[config.mk]
export PLATFORM = sky130hd
export DESIGN_NAME = scwd_top
export DESIGN_NICKNAME = d
export VERILOG_FILES = /design/src/verilog/scwd_pkg.sv /design/src/verilog/scwd_top.sv /design/src/verilog/scwd_tick.sv
export VERILOG_INCLUDE_DIRS = /design/src /design/src/verilog
export SDC_FILE = /design/constraint.sdc
export NUM_CORES = 1
export LEC_CHECK = 0
export ABC_AREA = 1
export BUFFER_PORTS_ARGS = -buffer_cell sky130_fd_sc_hd__buf_4
export CAP_MARGIN = 10
export CORE_MARGIN = 5
export CORE_UTILIZATION = 45
export CTS_BUF_LIST = sky130_fd_sc_hd__clkbuf_8
export CTS_CLUSTER_SIZE = 12
export DETAILED_ROUTE_END_ITERATION = 10
export PLACE_DENSITY = 0.65
export SYNTH_ARGS = -nofsm -noshare
export SYNTH_HDL_FRONTEND = slang
export SYNTH_SLANG_ARGS = --single-unit
[constraint.sdc]
create_clock -name clock -period 5.1 [get_ports clock]
set_input_delay 0.51 -clock clock [delete_from_list [all_inputs] [get_ports clock]]
set_output_delay 0.51 -clock clock [all_outputs]
set_load 0.02 [all_outputs]
[src/verilog/scwd_map.svh]
// Register offsets, field positions, reset values and timing counts of the system control watchdog.
// Assumes an 8-bit I/O bus with 16-bit addresses and a 200 MHz clock.
`ifndef SCWD_MAP_SVH
`define SCWD_MAP_SVH
`define SCWD_ADDR_SYSTEM_CONTROL 16'h8201
`define SCWD_ADDR_FUNCTION_CODE 16'h8202
`define SCWD_ADDR_WATCHDOG_CONFIG 16'h8203
`define SCWD_ADDR_OPTION 16'h8204
`define SCWD_ADDR_SETUP 16'h8205
`define SCWD_CTRL_RESET 8'h05
`define SCWD_WCFG_RESET 8'h80
`define SCWD_BIT_TRIG_N 7
`define SCWD_BIT_KICK 6
`define SCWD_BIT_ACTION 5
`define SCWD_BIT_STOP 4
`define SCWD_BIT_TRGSEL 3
`define SCWD_BIT_FREEZE 2
`define SCWD_BIT_ERR_EN_N 1
`define SCWD_BIT_ATT_EN_N 0
`define SCWD_BIT_LOCK 7
`define SCWD_BIT_ENABLE 6
`define SCWD_FUNCTION_CODE 8'h3c
`define SCWD_HW_RESET_CODE 8'ha5
`define SCWD_CLOCK_HZ 200000000
`define SCWD_TICK_MS 100
`define SCWD_TICK_CYCLES ((`SCWD_CLOCK_HZ / 1000) * `SCWD_TICK_MS)
`define SCWD_SHORT_MS 100
`define SCWD_LONG_MS 1000
`define SCWD_BASE_S 4
`endif

[src/verilog/scwd_pkg.sv]
// Types of the system control watchdog.
// Assumes nothing beyond the map header.
package scwd_pkg;
  typedef struct packed
  {
    logic [15:0] addr;
    logic [7:0] wdata;
    logic wr;
    logic rd;
  } scwd_bus_t;
  typedef enum logic [1:0]
  {
    SCWD_IDLE = 2'b00,
    SCWD_RUN = 2'b01,
    SCWD_FIRED = 2'b10
  } scwd_state_t;
endpackage

[src/verilog/scwd_top.sv]
// System control and watchdog registers on the board I/O bus.
// Assumes a synchronous 8-bit I/O bus, synchronous pins, and a 200 MHz clock.
`timescale 1ns/1ps
`include "scwd_map.svh"
module scwd_top #(
  parameter int unsigned TICK_CYCLES = `SCWD_TICK_CYCLES
)
(
  input wire logic clock,
  input wire logic rst,
  input wire scwd_pkg::scwd_bus_t bus,
  output logic [7:0] rdata,
  input wire logic config_switch,
  output logic stop_n,
  output logic red_led_on,
  output logic watchdog_enable,
  output logic watchdog_timed_out_n,
  output logic hw_reset_req,
  output logic nmi_req
);
  // ****************************************
  // Registers
  // ****************************************
  logic [7:0] system_control;
  logic [7:0] watchdog_configuration;
  logic watchdog_enable_bit;
  logic [7:0] setup_low;
  logic [11:0] ticks;
  logic [11:0] limit;
  logic tick;
  logic kick_restart;
  logic timeout;
  logic sw_reset;
  scwd_pkg::scwd_state_t state;
  scwd_pkg::scwd_state_t next_state;

  function automatic logic hit(input scwd_pkg::scwd_bus_t b, input logic [15:0] a);
    hit = b.wr && (b.addr == a);
  endfunction

  // Period in 100 ms ticks
  function automatic logic [11:0] period_ticks(input logic [3:0] code, input logic sw);
    if (code == 4'h0)
      period_ticks = sw ? 12'(`SCWD_SHORT_MS / `SCWD_TICK_MS) : 12'(`SCWD_LONG_MS / `SCWD_TICK_MS);
    else if (code <= 4'h7)
      period_ticks = 12'((`SCWD_BASE_S * 1000 / `SCWD_TICK_MS) << (code - 4'h1));
    else
      period_ticks = 12'((`SCWD_BASE_S * 1000 / `SCWD_TICK_MS) << 6);
  endfunction

  assign sw_reset = hit(bus, `SCWD_ADDR_OPTION) && bus.wdata == `SCWD_HW_RESET_CODE;
  assign kick_restart = hit(bus, `SCWD_ADDR_SYSTEM_CONTROL)
    && (bus.wdata[`SCWD_BIT_KICK] != system_control[`SCWD_BIT_KICK]);

  always_ff @(posedge clock)
  begin
    if (rst || sw_reset)
      system_control <= `SCWD_CTRL_RESET;
    else if (hit(bus, `SCWD_ADDR_SYSTEM_CONTROL))
    begin
      system_control[`SCWD_BIT_TRIG_N] <= bus.wdata[`SCWD_BIT_TRIG_N];
      system_control[`SCWD_BIT_KICK] <= bus.wdata[`SCWD_BIT_KICK];
      system_control[`SCWD_BIT_ACTION] <= bus.wdata[`SCWD_BIT_ACTION];
      system_control[`SCWD_BIT_STOP] <= bus.wdata[`SCWD_BIT_STOP];
    end
  end

  always_ff @(posedge clock)
  begin
    if (rst || sw_reset)
      watchdog_configuration <= `SCWD_WCFG_RESET;
    else if (hit(bus, `SCWD_ADDR_WATCHDOG_CONFIG))
    begin
      watchdog_configuration[`SCWD_BIT_LOCK] <= bus.wdata[`SCWD_BIT_LOCK];
      watchdog_configuration[3:0] <= bus.wdata[3:0];
    end
  end

  always_ff @(posedge clock)
  begin
    if (rst || sw_reset)
      setup_low <= 8'h07;
    else if (hit(bus, `SCWD_ADDR_SETUP))
      setup_low <= {1'b0, bus.wdata[6:0]} & 8'he7;
  end

  // Enable may be cleared only while unlocked or while the watchdog is not in SCWD_RUN
  always_ff @(posedge clock)
  begin
    if (rst || sw_reset)
      watchdog_enable_bit <= 1'b0;
    else if (hit(bus, `SCWD_ADDR_SETUP))
    begin
      if (bus.wdata[`SCWD_BIT_ENABLE] || !watchdog_configuration[`SCWD_BIT_LOCK] || state != scwd_pkg::SCWD_RUN)
        watchdog_enable_bit <= bus.wdata[`SCWD_BIT_ENABLE];
    end
  end

  // ****************************************
  // Watchdog timer
  // ****************************************
  scwd_tick #(.TICK_CYCLES(TICK_CYCLES)) u_tick (
    .clock(clock),
    .rst(rst || sw_reset),
    .restart(kick_restart || !watchdog_enable_bit),
    .tick(tick)
  );

  assign limit = period_ticks(watchdog_configuration[3:0], config_switch);
  assign timeout = state == scwd_pkg::SCWD_RUN && tick && ticks + 12'h1 >= limit;

  always_ff @(posedge clock)
  begin
    if (rst || sw_reset || kick_restart || state != scwd_pkg::SCWD_RUN)
      ticks <= 12'h0;
    else if (tick)
      ticks <= ticks + 12'h1;
  end

  always_comb
  begin
    next_state = state;
    case (state)
      scwd_pkg::SCWD_IDLE:
        if (watchdog_enable_bit)
          next_state = scwd_pkg::SCWD_RUN;
      scwd_pkg::SCWD_RUN:
        if (!watchdog_enable_bit)
          next_state = scwd_pkg::SCWD_IDLE;
        else if (timeout)
          next_state = scwd_pkg::SCWD_FIRED;
      scwd_pkg::SCWD_FIRED:
        if (!watchdog_enable_bit)
          next_state = scwd_pkg::SCWD_IDLE;
      default:
        next_state = scwd_pkg::SCWD_IDLE;
    endcase
  end

  always_ff @(posedge clock)
  begin
    if (rst || sw_reset)
      state <= scwd_pkg::SCWD_IDLE;
    else
      state <= next_state;
  end

  // Timed-out flag is cleared by both the board reset and the option reset
  always_ff @(posedge clock)
  begin
    if (rst || sw_reset)
      watchdog_timed_out_n <= 1'b1;
    else if (timeout)
      watchdog_timed_out_n <= 1'b0;
  end

  always_ff @(posedge clock)
  begin
    if (rst)
    begin
      hw_reset_req <= 1'b0;
      nmi_req <= 1'b0;
    end
    else
    begin
      hw_reset_req <= sw_reset || (timeout && !system_control[`SCWD_BIT_ACTION]);
      nmi_req <= timeout && system_control[`SCWD_BIT_ACTION];
    end
  end

  // ****************************************
  // Pins and read data
  // ****************************************
  assign stop_n = !system_control[`SCWD_BIT_STOP];
  assign red_led_on = !stop_n;
  assign watchdog_enable = watchdog_enable_bit;

  always_ff @(posedge clock)
  begin
    if (rst)
      rdata <= 8'h00;
    else if (bus.rd)
    begin
      case (bus.addr)
        `SCWD_ADDR_SYSTEM_CONTROL:
          rdata <= {system_control[7:4], 1'b0, 1'b1, 1'b0, 1'b1};
        `SCWD_ADDR_FUNCTION_CODE:
          rdata <= `SCWD_FUNCTION_CODE;
        `SCWD_ADDR_WATCHDOG_CONFIG:
          rdata <= {watchdog_configuration[7], 3'h0, watchdog_configuration[3:0]};
        `SCWD_ADDR_SETUP:
          rdata <= {setup_low[7], watchdog_enable_bit, setup_low[5:0]};
        default:
          rdata <= 8'h00;
      endcase
    end
  end

  // ****************************************
  // Checks
  // ****************************************
  property p_led;
    @(posedge clock) disable iff (rst) red_led_on == !stop_n;
  endproperty
  a_led: assert property (p_led) else $error("led mismatch");

  property p_stop;
    @(posedge clock) disable iff (rst)
      hit(bus, `SCWD_ADDR_SYSTEM_CONTROL) && !sw_reset |=> stop_n == !$past(bus.wdata[4]);
  endproperty
  a_stop: assert property (p_stop) else $error("stop not written");

  property p_err;
    @(posedge clock) disable iff (rst)
      bus.rd && bus.addr == `SCWD_ADDR_SYSTEM_CONTROL |=> rdata[1] == 1'b0;
  endproperty
  a_err: assert property (p_err) else $error("error enable not zero");

  property p_fid;
    @(posedge clock) disable iff (rst)
      bus.rd && bus.addr == `SCWD_ADDR_FUNCTION_CODE |=> rdata == `SCWD_FUNCTION_CODE;
  endproperty
  a_fid: assert property (p_fid) else $error("function code wrong");

  property p_lock;
    @(posedge clock) disable iff (rst)
      state == scwd_pkg::SCWD_RUN && watchdog_configuration[7] && !sw_reset |=> watchdog_enable_bit;
  endproperty
  a_lock: assert property (p_lock) else $error("locked watchdog disabled");

  property p_kick;
    @(posedge clock) disable iff (rst) kick_restart && !sw_reset |=> ticks == 12'h0;
  endproperty
  a_kick: assert property (p_kick) else $error("kick did not restart");

  property p_nmi;
    @(posedge clock) disable iff (rst)
      timeout && system_control[5] |=> nmi_req && !hw_reset_req;
  endproperty
  a_nmi: assert property (p_nmi) else $error("nmi not raised");

  property p_swrst;
    @(posedge clock) disable iff (rst) sw_reset |=> hw_reset_req && watchdog_timed_out_n;
  endproperty
  a_swrst: assert property (p_swrst) else $error("option reset failed");

  property p_period;
    @(posedge clock) disable iff (rst)
      watchdog_configuration[3:0] != 4'h0 && $changed(config_switch) |-> $stable(limit);
  endproperty
  a_period: assert property (p_period) else $error("period followed switch");
endmodule // scwd_top

[src/verilog/scwd_tick.sv]
// Tick divider: one-cycle enable every tick period.
// Assumes the map header and one 200 MHz clock.
`timescale 1ns/1ps
`include "scwd_map.svh"
module scwd_tick #(
  parameter int unsigned TICK_CYCLES = `SCWD_TICK_CYCLES
)
(
  input wire logic clock,
  input wire logic rst,
  input wire logic restart,
  output logic tick
);
  logic [31:0] count;
  always_ff @(posedge clock)
  begin
    if (rst || restart || count == TICK_CYCLES - 1)
      count <= 32'h0;
    else
      count <= count + 32'h1;
  end
  assign tick = (count == TICK_CYCLES - 1) && !restart;
endmodule // scwd_tick

== After elaboration in Yosys (flattened, before gate mapping) ==
Index checks and enable logic that the tools add are counted.

* Muxes and demuxes: 9
* Equality and inequality tests: 14
* $lt $le $gt $ge: 2
* Shifts and indexed selects: 1
* Reductions and logical operators: 29
* Add/sub/neg operators: 3

{| class="wikitable"
|+ Operator list
! kind !! count
|-
| equality test 16 bit, second input constant || 5
|-
| adder 32 x 1 -> 32 bit, second input constant || 1
|-
| equality test 32 x 25 -> 1 bit, second input constant || 1
|-
| case mux 8 bit (4 select lines) || 1
|-
| two-way mux 12 bit || 2
|-
| adder 12 x 1 -> 12 bit, second input constant || 1
|-
| >= comparator 12 bit || 1
|-
| << shifter 6 x 4 -> 12 bit, first input constant || 1
|-
| logical AND 1 bit || 11
|-
| logical OR 1 bit || 9
|-
| equality test 8 bit, second input constant || 1
|-
| two-way mux 2 bit || 4
|-
| case mux 2 bit (3 select lines) || 1
|-
| zero test 1 bit || 5
|-
| <= comparator 4 x 3 -> 1 bit, second input constant || 1
|-
| zero test 4 bit || 1
|-
| two-way mux 4 bit || 1
|-
| inequality test 2 bit, second input constant || 2
|-
| subtractor 4 x 1 -> 4 bit, second input constant || 1
|-
| inequality test 3 bit, second input constant || 1
|-
| AND reduction 3 bit || 1
|-
| equality test 2 x 1 -> 1 bit, second input constant || 1
|-
| equality test 2 bit, second input constant || 1
|-
| zero test 2 bit || 1
|-
| 3 further kinds || 3
|}

* Bits of input ports: 29
* Register bits after elaboration: 71

== Logic depth before layout (Yosys ltp) ==
* Depth in word-level cells: 11
* Depth in mapped cells: 18
* Mapped depth without buffers: 18

== By module ==
From an unflattened synthesis, not the netlist that was laid out.

* Cell total of the unflattened synthesis: 656
* Area, all modules: 4,199.0 µm²

{| class="wikitable"
|+ Modules (own cells, without submodules)
! module !! area an instance (µm²) !! times used !! cells an instance !! seq. area each (µm²)
|-
| scwd_top || 2,308.5 || 1 || 354 || 780.7
|-
| scwd_tick || 1,890.6 || 1 || 302 || 640.6
|}

== Least setup slack after synthesis ==
No wires, ideal clock.

* Path type: register to register
* From: reg ticks[0]
* To: reg nmi_req
* Setup time: 60 ps
* Stages on the path, launching flop included: 16
* Data required time: 5,040 ps
* Setup slack: 2,880 ps
* Clock period less this slack: 2,220 ps
* Data arrival time: 2,160 ps
* Path through: dfxtp_1 > ha_1 > nand2_1 > nor2_1 > nand3_1 > nor2_1 > nand2_1 > xnor2_1 > ha_1 > nand4_1 > a21oi_1 > nor2_1 > nand2_1 > nand2_1 > nor2_1 > and3_1

* Cells in the longest elaborated chain, start to end: 4

{| class="wikitable"
|+ RTL lines
! element !! line !! text
|-
| from (decl) || scwd_top.sv:28 || <nowiki>logic [11:0] ticks;</nowiki>
|-
| from (signal assigned) || scwd_top.sv:117 || <nowiki>ticks <= ticks + 12'h1;</nowiki>
|-
| adder 12 x 1 -> 12 bit || scwd_top.sv:110 || <nowiki>assign timeout = state == scwd_pkg::SCWD_RUN && tick && ticks + 12'h1 >= limit;</nowiki>
|-
| >= comparator 12 bit || scwd_top.sv:110 ||
|-
| logical AND 1 bit || scwd_top.sv:110 ||
|-
| logical AND 1 bit || scwd_top.sv:167 || <nowiki>nmi_req <= timeout && system_control[`SCWD_BIT_ACTION];</nowiki>
|-
| to (signal assigned) || scwd_top.sv:167 ||
|-
| to (decl) || scwd_top.sv:19 || <nowiki>output logic nmi_req</nowiki>
|}

Every way passes these cells.
A chain may end at the register's enable or synchronous reset.

== Worst setup path in the final report ==
Ends and elaborated chain as after synthesis.

==> flow_metrics.tcl <==
set metrics [dict create \
    status "complete, no violations" \
    fmax_mhz 391 \
    grt_pass1_wl_um 17400 \
    clock-root-buffer "clkbuf_8" \
    cts_tree "done" \
    combPwrFrac_pct 3.3 \
    first_iter_violations 131 \
    pin_count 43 \
    p_per_area_nw_per_um2 240 \
    reg2reg_slack_ns 2.54 \
    setup-violations-final 0 \
    layout_min_cycle_time_ns 2.56 \
    h-tree-depth 3 \
    cellLeakagePower_nw 1.75 \
    crit_arrival_ns 2.85 \
    ant_nets 0 \
    post_drt_wl_per_cell_um 13.4 \
    holdBufCountCts 0 \
    ctsResizeCount 0 \
    relSlewSlack_pct 30.3 \
    syn_nets 666 \
    internal-power_uw 873 \
    p_clk_share_pct 47.0 \
    synth-edff-count 0 \
    grt_usage_pct 19.0 \
    worstMarginPinSlew_ns 1.04 \
    critPathRequiredTime_ns 5.39 \
    grt_max_degree 32 \
    rr_endpoint "nmi_req" \
    synth.distinct_cells 33 \
    seq_area_frac_synth_pct 35.2 \
    drt-vias-per-instance 5.19 \
    max-cap-violations 0 \
    antenna_found_initial 0 \
    dp.cells 762 \
    first_pass_iters 7 \
    cp-start-kind "flip-flop" \
    critPathLaunch "ticks[0]" \
    fin_crit_sh_pct 50.2 \
    gp_congestion 0.950 \
    pwr-share-seq_pct 49.7 \
    die_y_um 105 \
    hold_class "in -> reg" \
    setup_slack_ns 2.54 \
    diodes 0 \
    portBuffers 42 \
    clk_pin_slew_ns 0.09 \
    cts_inserted_buffers 9 \
    fin_nets 707 \
    grt_remaining_overflow 0 \
    clock_latency_ns 0.35 \
    syn_to_final_growth_pct 15.1 \
    final_cell_mix "nand2_1 (170), inv_1 (81), nor2_1 (76)" \
    worstSetupPathType "reg -> reg" \
    yosys_warnings 0 \
    die_x_um 105 \
    final.setup.tns_ns 0 \
    fin_area_um2 4640 \
    r2r-start "ticks[0]" \
    clockBufferDepth 2 \
    start_util_pct 46.3 \
    clock_sinks 71 \
    path_max_fanout 5 \
    synthArstFlopShare_pct 0 \
    clock-skew-final_ns 0.0188 \
    finalHoldViolCount 0 \
    placed_area_um2 4410 \
    grt_setup_unrepaired "no" \
    maxSlewViolCount 0 \
    crit_end "nmi_req" \
    total_power_mw 1.11 \
    worst_hold_slack_ns 0.402 \
    wl_um 10400 \
    place_ws_ns 2.37 \
    p_sw_uw 241 \
    syn_inst 624 \
    grt_pass1_vias 3762 \
    core_area_um2 8720 \
    dpl.hpwl_um 8050 \
    drive_gt1_share_pct 10.4 \
    ys_seq_elements 71 \
    mostFrequentLayoutCell "nand2_1" \
    drc 0 \
    syn_avg_cell_area_um2 6.47 \
    final_cell_count_no_fill 778 \
    ir_drop_mv 0.126 \
    regArea_um2 1420 \
    multiInputGateArea_um2 2230 \
    cp-end-kind "flip-flop" \
    final_util_pct 53.3 \
    die-area_um2 11000 \
    p_sw_share_pct 21.6 \
    cts_setup_buffers 0 \
    synth_ff_type "dfxtp_1" \
    r2r_cells 15 \
    num_rows 34 \
    num-fill-cells 900 \
    synth_area_um2 4040 \
    vias 4039 \
]
[registers in the layout, indices dropped and copies added, names as in the netlist]
register / cells
setup_low: 4
system_control: 4
rdata: 8
u_tick.count: 32
hw_reset_req: 1
watchdog_configuration: 5
watchdog_timed_out_n: 1
nmi_req: 1
ticks: 12
watchdog_enable: 1
state: 2
[power by group through the flow]
stage,Sequential [mW],Clock (mW),Combinational (mW)
2_1_floorplan,0.567,0,0.0142
4_1_cts,0.554,0.531,0.0367
3_5_place_dp,0.567,0,0.0366
5_1_grt,0.554,0.562,0.0413
6_report,0.554,0.524,0.0365
3_3_place_gp,0.567,0,0.0362
[worst min path at each step]
stage | slack [ns] | startpoint | cells past startpoint | end
after CTS | 0.39 | rst | 2 | rdata[2]
after global placement | 0.44 | system_control[7] | 2 | system_control[7]
final | 0.40 | rst | 2 | rdata[2]
after global routing | 0.40 | rst | 2 | rdata[4]
after detailed placement | 0.45 | u_tick.count[30] | 2 | u_tick.count[30]
after floorplan | 0.43 | system_control[7] | 2 | system_control[7]
[area by class of cell]
cell class                      instances  area share [%]
Sequential cell                        71            30.6
Multi-Input combinational cell        458            48.0
Clock buffer                           11            3.26
Inverter                               83            6.71
Timing Repair Buffer                   42            6.79
Clock inverter                          5            1.72
Tap cell                              108            2.91
[routing by layer]
metal	wire length (µm)	GRT usage (%)
met3	565	3.70
met4	281	9.04
met1	4550	23.5
met5	0	0
met2	5010	31.9
[logic make-up after synthesis]
logic type	after synthesis	share of synthesized area, %
xor gates and xnor gates	16	3.47
AOI/OAI and AO/OA	87	11.4
DFF	71	35.2
and+or+nand+nor	342	36.3
buffers and inverters	95	9.52
adders and majority gates	13	4.03
[cells in the mapped netlist, types with 2 or more instances]
library cell / instances / area (µm²)
a21oi_1: 58 / 290
a21oi_2: 2 / 17.5
buf_4: 5 / 37.5
clkbuf_1: 4 / 15.0
dfxtp_1: 71 / 1420
ha_1: 13 / 163
inv_1: 81 / 304
inv_2: 2 / 7.51
nand2_1: 170 / 638
nand3_1: 46 / 230
nand3b_1: 2 / 15.0
nand4_1: 15 / 93.8
nor2_1: 76 / 285
nor2_4: 2 / 22.5
nor3_1: 19 / 95.1
nor4_1: 3 / 18.8
o211ai_1: 5 / 37.5
o21ai_0: 18 / 90.1
o22ai_1: 2 / 12.5
or2_2: 3 / 18.8
xnor2_1: 7 / 61.3
xor2_1: 9 / 78.8
[critical path, stage by stage, from the launching register on]
cell and delay (ns):
dfxtp_1 0.41, ha_1 0.20, nand2_1 0.09, nor2_1 0.17, nand3_1 0.14, nor2_1 0.17, nand2_1 0.08, xnor2_1 0.15
ha_1 0.30, nand4_1 0.11, a21oi_1 0.15, nor2_1 0.07, nand2_1 0.06, nand2_1 0.06, nor2_1 0.15, and3_1 0.18
No activity file was read; power rests on OpenSTA's default activity.
